--- src/dfb_consts.svh ---
// bit positions, opcodes and counts of the data flag branch unit
//
// Overview of operation
// - monitor entry points from registers 3-6/6-C
// - 32-bit register one access is undefined
// - monitor-to-job exchange: store at zero, load page
// - zero page base makes both files identical
// - job-to-monitor: store back, reload monitor there
// - branch: finish, save next address, jump via 02
// - flag may come from earlier instructions
// - flags 35-47 are sticky
// - flags cleared only by 32 or 3B
// - flag 36 set only by interval timer
// - non-permissive control vector elements raise nothing
// - mask 19-31 written only by 33/3B
// - flags set regardless of mask
// - product bits are flag AND mask
// - bit 51 is OR of products
// - branch when 51 and 52 set
// - branch clears 52; 32/3B re-enable
// - flag 40 is OR of 37-39
`ifndef DFB_CONSTS_SVH
`define DFB_CONSTS_SVH
`define DFB_NFLAG 13
`define DFB_PROD_LO 3
`define DFB_MASK_LO 19
`define DFB_FLAG_LO 35
`define DFB_FLAG_HI 47
`define DFB_OR_BIT 51
`define DFB_EN_BIT 52
`define DFB_TIMER_IDX 1
`define DFB_SUM_IDX 5
`define DFB_OPC_ALTER 8'h32
`define DFB_OPC_MASK 8'h33
`define DFB_OPC_LDST 8'h3b
`define DFB_REG_EXIT 4'h1
`define DFB_REG_ENTRY 4'h2
`define DFB_MON_BASE64 4'h3
`define DFB_MON_BASE32 4'h6
`define DFB_RF_WORDS 256
`define DFB_WORD_SHIFT 6
`define DFB_PAGE_BITS 15
`endif

--- src/dfb_pkg.sv ---
// types shared by the data flag branch unit
package dfb_pkg;
	typedef enum logic [1:0] {ENT_UNDEF, ENT_EXIT_FORCE, ENT_EXT_INT, ENT_STORAGE} dfb_entry_t;
	typedef enum {XS_IDLE, XS_STORE, XS_LOAD, XS_DONE} dfb_xstate_t;
	typedef struct packed {
		logic valid;
		logic [7:0] code;
		logic load;
		logic [5:0] bit_sel;
		logic [63:0] value;
	} dfb_op_t;
	typedef struct packed {
		logic valid;
		logic [12:0] bits;
		logic cv_active;
		logic cv_perm;
	} dfb_cond_t;
	typedef struct packed {
		logic valid;
		logic write;
		logic [7:0] word;
		logic [47:0] addr;
	} dfb_mem_t;
endpackage

--- src/dfb_unit.sv ---
// data flag branch register, branch sequencing and register file exchange
`timescale 1ns/10ps
`default_nettype none
`include "dfb_consts.svh"

module dfb_unit
	import dfb_pkg::*;
#(
	parameter int ADDR_W = 48
)
(
	input wire logic clock,
	input wire logic reset_n,
	input wire dfb_cond_t cond,
	input wire logic timer_tick,
	input wire dfb_op_t op,
	input wire logic instr_done,
	input wire logic [ADDR_W-1:0] next_addr,
	input wire logic [ADDR_W-1:0] entry_reg_addr,
	output logic branch_take,
	output logic [ADDR_W-1:0] branch_target,
	output logic rf_wr_en,
	output logic [3:0] rf_wr_idx,
	output logic [ADDR_W-1:0] rf_wr_data,
	output logic [63:0] dfb_rd_data,
	output logic alter_old_bit,
	input wire dfb_entry_t entry_kind,
	input wire logic mode32,
	output logic [3:0] entry_idx,
	input wire logic acc_valid,
	input wire logic acc_mode32,
	input wire logic [3:0] acc_idx,
	output logic acc_undef,
	input wire logic xchg_start,
	input wire logic xchg_to_job,
	input wire logic xchg_s_zero,
	input wire logic [ADDR_W-1:0] page_base,
	output dfb_mem_t mem_req,
	input wire logic mem_ready,
	output logic xchg_busy,
	output logic xchg_done
);

	////////////////////////////////////////////////////////////////////////
	// helpers

	// byte-free bit address of one register file word
	function automatic logic [ADDR_W-1:0] word_addr(input logic [ADDR_W-1:0] base,
		input logic [7:0] idx);
		word_addr = base + (ADDR_W'(idx) << `DFB_WORD_SHIFT);
	endfunction

	// monitor entry register for an event, in 64- or 32-bit numbering
	function automatic logic [3:0] entry_reg(input dfb_entry_t k, input logic m32);
		logic [3:0] off;
		off = {2'h0, k};
		if (m32)
			entry_reg = `DFB_MON_BASE32 + (off << 1);
		else
			entry_reg = `DFB_MON_BASE64 + off;
	endfunction

	////////////////////////////////////////////////////////////////////////
	// register fields

	logic [12:0] flag_r;
	logic [12:0] mask_r;
	logic en_r;
	logic [12:0] flag_eff;
	logic [12:0] product;
	logic any_product;
	logic [12:0] flag_set;
	logic op_alter, op_mask, op_load, op_store;
	logic alter_in_flags;
	logic [3:0] alter_idx;
	logic branch_now;

	assign op_alter = op.valid && op.code == `DFB_OPC_ALTER;
	assign op_mask = op.valid && op.code == `DFB_OPC_MASK;
	assign op_load = op.valid && op.code == `DFB_OPC_LDST && op.load;
	assign op_store = op.valid && op.code == `DFB_OPC_LDST && !op.load;
	assign alter_in_flags = op.bit_sel >= 6'(`DFB_FLAG_LO) && op.bit_sel <= 6'(`DFB_FLAG_HI);
	assign alter_idx = 4'(op.bit_sel - 6'(`DFB_FLAG_LO));

	// gated event bits; the timer alone drives flag 36, so instructions cannot
	always_comb
	begin
		flag_set = '0;
		if (cond.valid && (!cond.cv_active || cond.cv_perm))
			flag_set = cond.bits & ~(13'h1 << `DFB_TIMER_IDX);
		if (timer_tick)
			flag_set[`DFB_TIMER_IDX] = 1'b1;
	end

	// sticky flags; an event in the cycle of a clear still lands
	always_ff @(posedge clock or negedge reset_n)
	begin
		if (!reset_n)
			flag_r <= '0;
		else if (op_load)
			flag_r <= op.value[`DFB_FLAG_HI:`DFB_FLAG_LO] | flag_set;
		else if (op_alter && alter_in_flags)
		begin
			flag_r <= flag_r | flag_set;
			flag_r[alter_idx] <= op.value[0] | flag_set[alter_idx];
		end
		else
			flag_r <= flag_r | flag_set;
	end

	// mask field only moves on 33 or a 3B load
	always_ff @(posedge clock or negedge reset_n)
	begin
		if (!reset_n)
			mask_r <= '0;
		else if (op_mask || op_load)
			mask_r <= op.value[`DFB_MASK_LO+12:`DFB_MASK_LO];
	end

	// summary flag 40 follows 37..39 continuously
	always_comb
	begin
		flag_eff = flag_r;
		flag_eff[`DFB_SUM_IDX] = flag_r[`DFB_SUM_IDX] | (|flag_r[4:2]);
	end

	// same index in all three fields keeps the triples aligned
	assign product = flag_eff & mask_r;
	assign any_product = |product;

	// a flag raised several instructions back still branches at this boundary
	assign branch_now = instr_done && any_product && en_r;

	// enable: branch clears it, a 32 or a 3B load rewrites it (rewrite wins)
	always_ff @(posedge clock or negedge reset_n)
	begin
		if (!reset_n)
			en_r <= 1'b0;
		else if (op_load)
			en_r <= op.value[`DFB_EN_BIT];
		else if (op_alter)
			en_r <= 1'b1;
		else if (branch_now)
			en_r <= 1'b0;
	end

	////////////////////////////////////////////////////////////////////////
	// branch sequencing

	// save return address in register 01 and jump to register 02
	always_ff @(posedge clock or negedge reset_n)
	begin
		if (!reset_n)
		begin
			branch_take <= 1'b0;
			branch_target <= '0;
			rf_wr_en <= 1'b0;
			rf_wr_idx <= '0;
			rf_wr_data <= '0;
		end
		else
		begin
			branch_take <= branch_now;
			rf_wr_en <= branch_now;
			if (branch_now)
			begin
				branch_target <= entry_reg_addr;
				rf_wr_idx <= `DFB_REG_EXIT;
				rf_wr_data <= next_addr;
			end
		end
	end

	// whole-register image for 3B stores and the alter old-bit answer
	always_ff @(posedge clock or negedge reset_n)
	begin
		if (!reset_n)
		begin
			dfb_rd_data <= '0;
			alter_old_bit <= 1'b0;
		end
		else
		begin
			if (op_store)
			begin
				dfb_rd_data <= '0;
				dfb_rd_data[`DFB_PROD_LO+12:`DFB_PROD_LO] <= product;
				dfb_rd_data[`DFB_MASK_LO+12:`DFB_MASK_LO] <= mask_r;
				dfb_rd_data[`DFB_FLAG_HI:`DFB_FLAG_LO] <= flag_eff;
				dfb_rd_data[`DFB_OR_BIT] <= any_product;
				dfb_rd_data[`DFB_EN_BIT] <= en_r;
			end
			if (op_alter)
				alter_old_bit <= alter_in_flags ? flag_eff[alter_idx] : 1'b0;
		end
	end

	////////////////////////////////////////////////////////////////////////
	// register file restrictions

	// combinational lookup, the execution unit samples it with the event
	assign entry_idx = entry_reg(entry_kind, mode32);

	// 32-bit register one overlaps register zero; result is not defined
	always_ff @(posedge clock or negedge reset_n)
	begin
		if (!reset_n)
			acc_undef <= 1'b0;
		else
			acc_undef <= acc_valid && acc_mode32 && acc_idx == 4'h1;
	end

	////////////////////////////////////////////////////////////////////////
	// exchange sequencer

	dfb_xstate_t xs_r;
	logic [7:0] word_r;
	logic [ADDR_W-1:0] store_base_r;
	logic [ADDR_W-1:0] load_base_r;
	logic [ADDR_W-1:0] job_base_r;
	logic [ADDR_W-1:0] job_page;
	logic mem_fire;

	// low page bits are dropped, so a save area always starts on a page
	assign job_page = (xchg_s_zero || page_base == '0) ? '0 :
		(page_base >> `DFB_PAGE_BITS) << `DFB_PAGE_BITS;
	assign mem_fire = mem_req.valid && mem_ready;

	// store all 256 words, then load all 256 words
	always_ff @(posedge clock or negedge reset_n)
	begin
		if (!reset_n)
		begin
			xs_r <= XS_IDLE;
			word_r <= '0;
			store_base_r <= '0;
			load_base_r <= '0;
			job_base_r <= '0;
		end
		else
		begin
			unique case (xs_r)
				XS_IDLE:
					if (xchg_start)
					begin
						xs_r <= XS_STORE;
						word_r <= '0;
						if (xchg_to_job)
						begin
							store_base_r <= '0;
							load_base_r <= job_page;
							job_base_r <= job_page;
						end
						else
						begin
							store_base_r <= job_base_r;
							load_base_r <= job_base_r;
						end
					end
				// both phases walk the same 256 words, only the next state differs
				XS_STORE, XS_LOAD:
					if (mem_fire)
					begin
						word_r <= word_r + 8'h1;
						if (word_r == 8'(`DFB_RF_WORDS - 1))
							xs_r <= (xs_r == XS_STORE) ? XS_LOAD : XS_DONE;
					end
				XS_DONE:
					xs_r <= XS_IDLE;
			endcase
		end
	end

	// request is a pure function of state so it holds steady while stalled
	always_comb
	begin
		mem_req.valid = xs_r == XS_STORE || xs_r == XS_LOAD;
		mem_req.write = xs_r == XS_STORE;
		mem_req.word = word_r;
		mem_req.addr = word_addr(xs_r == XS_STORE ? store_base_r : load_base_r, word_r);
	end

	assign xchg_busy = xs_r != XS_IDLE;
	assign xchg_done = xs_r == XS_DONE;
endmodule

`default_nettype wire

--- config.mk ---
export PLATFORM = sky130hd
export DESIGN_NAME = dfb_unit
export DESIGN_NICKNAME = d
export VERILOG_FILES = /design/src/dfb_pkg.sv /design/src/dfb_unit.sv
export VERILOG_INCLUDE_DIRS = /design/src
export SDC_FILE = /design/constraint.sdc
export NUM_CORES = 1
export LEC_CHECK = 0
export BUFFER_PORTS_ARGS = -buffer_cell sky130_fd_sc_hd__buf_2
export CAP_MARGIN = 0
export CORE_AREA = 2 2 191 193
export DETAILED_ROUTE_END_ITERATION = 8
export DIE_AREA = 0 0 193 195
export PLACE_DENSITY_LB_ADDON = 0.05
export SKIP_LAST_GASP = 1
export SYNTH_ARGS = -nofsm -noshare
export SYNTH_HDL_FRONTEND = slang
export SYNTH_SLANG_ARGS = --single-unit
--- constraint.sdc ---
create_clock -name clock -period 2.3 [get_ports clock]
set_clock_uncertainty 0.05 [all_clocks]
set_input_delay 0.46 -clock clock [delete_from_list [all_inputs] [get_ports clock]]
set_output_delay 0.46 -clock clock [all_outputs]
set_load 0.02 [all_outputs]
==> reports/summary.md <==
The flow ran to the end, but the final reports show violations. The final reports fail on setup timing. The run gives 0 as the final number of max-transition violations. Yosys attributes the largest share of cell area to sky130_fd_sc_hd__dfrtp_1 (55%), sky130_fd_sc_hd__mux2_2 (16%), sky130_fd_sc_hd__buf_4 (3.4%), sky130_fd_sc_hd__a22o_1 (2.6%), sky130_fd_sc_hd__o21ai_0 (2.5%). Power spread over the standard cell area amounts to 1031 mW/mm². The class of the most critical setup path was register to primary output. The initial antenna violation count came out at 1. STA classifies the critical path endpoint as a primary output. The signal on the critical path passes through ha_4 > buf_12 > buf_16 > mux2_4 > buf_6.

The multi-input combinational cells in the finished layout cover a total of 0.004702 mm². The area growth from synthesis to layout is 38.68%. Derived from the worst setup path, the maximum achievable clock frequency is 0.4156 GHz.

For this block, the initial DRC count from the detailed router was 340. In this design, the stage delay of the slowest critical-path cell is 0.42 ns. Counting along the longest clock path gives a buffer depth of 3.

The synthesized netlist occupies a cell area of 0.01115 mm². The commonest register cell after synthesis is sky130_fd_sc_hd__dfrtp_1. VDD sags by at most 0.0007162 V.

The width of the die came out at 193 µm. In this run the cell area measured after placement is 0.01405 mm². The peak fanout along the critical path was 8; the sum of overflow across all layers after global routing was 0. Clock tree synthesis found a total of 244 sinks. The first global-routing pass estimated 51,340 µm of wire.

The net switching fraction of the power was 33.46%. The max-slew headroom at the worst pin is 58.50%, and the initial core utilization is 31.51%. The setup check on the worst reg-to-reg path leaves a slack of 0.17 ns.

Counting every instance in the synthesized netlist gives 905. The number of H-tree branching levels was 1; the share of power burned in registers was 37.2%. Data on the critical path is required at its endpoint by 1.79 ns. The worst setup timing slack at the placement stage came out at -0.09589 ns. The tools report the source of the worst hold timing path as acc_idx[3]. The run gives 0 as the remaining antenna violation count after routing.

The run gives 67 as the largest net degree at the start of global routing. In the routed design, unresolved DRC markers number 0. The run gives 69 as the placement row count.

Tracing the worst setup path back leads to its startpoint at xs_r[0]$_DFFE_PN0P_. The hold-critical path depth is 2, and the mean post-synth cell area is 12.32 µm². The power dissipated by switching net loads is 5.338 mW, and the number of buffers added on ports is 418.

STA classifies the critical path startpoint as a register. Data on the critical path arrives at its endpoint at 1.90 ns. The cell sitting at the root of the clock tree is a sky130_fd_sc_hd__clkbuf_16.

The flop and latch count out of synthesis is 244. The run gives 0 as the total count of hold-check failures in the final report. The synthesized design spends more area on one cell type than any other, namely sky130_fd_sc_hd__dfrtp_1. For this run, the detailed router's first-pass iteration total came to 4. The floorplan die area is 0.03764 mm².

The number of distinct standard cells referenced by the synthesized netlist is 63, and the number of fillers in the final layout is 3,434. The diode insertion count for antenna repair came out at 0. Cells with a size suffix above 1 make up 51.73% of the layout.

The clock transition at the registers of the reported paths is 0.06 ns. The number of enable-type register cells in the synthesized netlist was 0; the leakage power was 8.163 nW. Sequential cells were found to cover 54.75% of the synthesized design area. Detailed placement ended at an HPWL of 25,120 µm. The slew at the pin with the worst max-slew slack works out to 0.6192 ns.

In this run the critical register-to-register path is captured at branch_target[25]$_DFFE_PN0P_. The run gives 0 as the count of max-cap constraint violations. The cell family contributing the most delay on the critical path is buffers and inverters.

The critical path's slowest cell was sky130_fd_sc_hd__dfrtp_2. The run gives 33 as the number of setup violations in the final report. Setup repair after global routing could not meet its margin everywhere. The design internal power is 10.61 mW, and the total global-route track usage is 17.64%.

The worst hold path class is input port to register. Dividing the detail-routed wire length by the instance count gives 18.42 µm. The final wirelength is 34,060 µm, and the final worst setup slack is -0.1061 ns. The post-layout net count is 1,637, and the final weighted congestion of routability-driven global placement is 0.8266. The cell area after layout came out at 0.01547 mm². The tools report the total area of sequential cells as 0.006107 mm². The region available for standard cell placement spans 0.03540 mm².

The height of the die was 195 µm; the number of buffers created by CTS was 28. The clock power share came out at 26.9%. Hold path endpoint: acc_undef$_DFF_PN0_. The final clock period utilization by the worst path was 104.6%; the number of synthesis warnings was 0.

After synthesis, the share of flip-flops with an asynchronous set or reset is 100.0%. TritonCTS built the clock tree. The post-detailed-route via-to-cell ratio works out to 4.633. In this run the critical register-to-register path is launched from flag_r[3]$_DFF_PN0_.

For the via count of the first global-routing pass, the log shows 8,579. The cell depth of the worst flop-to-flop path was 7; the final critical path time including I/O delays and setup was 2.406 ns. The routed layout has 8,567 vias.

Pin placement for this block handled 489 I/O pins. The clock insertion delay at the later pin of the skew report was 0.55 ns; the buffering stage count on the worst path with inverters included was 3. The part of the total power dissipated in combinational logic was 35.9%; the area share of the largest cell type after synthesis was 54.75%.
## layout make-up
type	count	area share, %
Clock buffer	37	5.137
Clock inverter	10	0.5743
Inverter	19	0.4611
Multi-Input combinational cell	585	30.40
Sequential cell	244	39.48
Tap cell	461	3.729
Timing Repair Buffer	493	20.22
## power groups by stage
stage	Clock [mW]	Sequential [mW]	Combinational, mW
2_1_floorplan	0	6.47	2.51
3_3_place_gp	0	5.97	4.76
3_5_place_dp	0	5.99	4.77
4_1_cts	4.46	5.94	5.83
5_1_grt	4.64	6.09	6.14
6_report	4.29	5.94	5.72
## flip-flops by register name (all words and copies together) (netlist names), 2 cells and up
register       cells
word_r             8
job_base_r        33
branch_target     48
store_base_r      33
rf_wr_data        48
dfb_rd_data       41
mask_r            13
flag_r            13
xs_r               2
## worst max-delay path by stage
stage / depth (start not counted) / slack, ns / endpoint
floorplan: 10 / 0.03 / flag_r[4]$_DFF_PN0_
global placement: 9 / -0.08 / flag_r[4]$_DFF_PN0_
detailed placement: 9 / -0.1 / flag_r[4]$_DFF_PN0_
CTS: 6 / -0.14 / mem_req[43]
global route: 6 / -0.17 / mem_req[43]
finish: 5 / -0.11 / mem_req[41]
## layout by cell type (no fill, tap or decap), drive strengths merged, types with 3 or more instances in the layout
master and instances:
buf 491, dfrtp 244, mux2 176, nand2 72, o21ai 58, nand2b 42
clkbuf 37, a22o 33, conb 33, nor2 19, inv 19, a21oi 18
nor4 16, mux2i 14, nand3 14, nor3 11, nand4 10, ha 9
clkinv 8, mux4 4, or3 4, xnor2 4, a22oi 4, nand3b 3
o22ai 3, or4 3
## cell families (layout without fill, tap and decap cells)
group	after synthesis	count (layout)	synth area share [%]
flops	244	244	54.75
simple gates	207	207	10.02
mux	194	194	19.83
compound gates	138	138	8.313
buf+inv	108	559	5.733
fa+ha+maj	9	9	1.010
xor+xnor	4	4	0.3141
other cells	1	33	0.03362
## routing by layer
layer,wire length [µm],global-route usage [%],part of all wire (%),vias to the layer above
li1,-,-,-,4078
met3,2240,3.127,6.6,39
met4,755,4.209,2.2,2
met2,16590,29.48,49,276
met5,11,0,0.032,-
met1,14460,23.72,42,4172
## Yosys cell counts, drive strengths merged, types with 3 or more instances
cell and instances:
dfrtp 244, mux2 176, nand2 72, buf 58, o21ai 58, nand2b 42, a22o 33, clkbuf 31
inv 19, nor2 19, a21oi 18, nor4 16, mux2i 14, nand3 14, nor3 11, nand4 10
ha 9, a22oi 4, mux4 4, or3 4, xnor2 4, nand3b 3, o22ai 3, or4 3
## through the flow
| stage | std cells | TNS (ns) | util [%] | total power [mW] | hold WS, ns |
|---|---|---|---|---|---|
| after floorplan | 937 | 0 | - | 8.974 | 0.1144 |
| after global placement | 1791 | -0.6063 | 39.69 | 10.73 | 0.3699 |
| after detailed placement | 1791 | -0.8780 | 39.69 | 10.76 | 0.3649 |
| after CTS | 1850 | -4.210 | 43.66 | 16.23 | 0.002525 |
| after global routing | 1849 | -4.548 | 43.70 | 16.86 | 0.01476 |
| final | 1849 | -2.591 | 43.70 | 15.95 | 0.02686 |
## timing repair
item	CTS	global route
endpoints found under the hold margin	46	0
endpoints found under the setup margin	33	129
hold buffers	2	0
pin swaps	1	3
resized for setup	109	6
cloned	3	0
buffers inserted	7	0
Power figures use the tool's default switching activity.
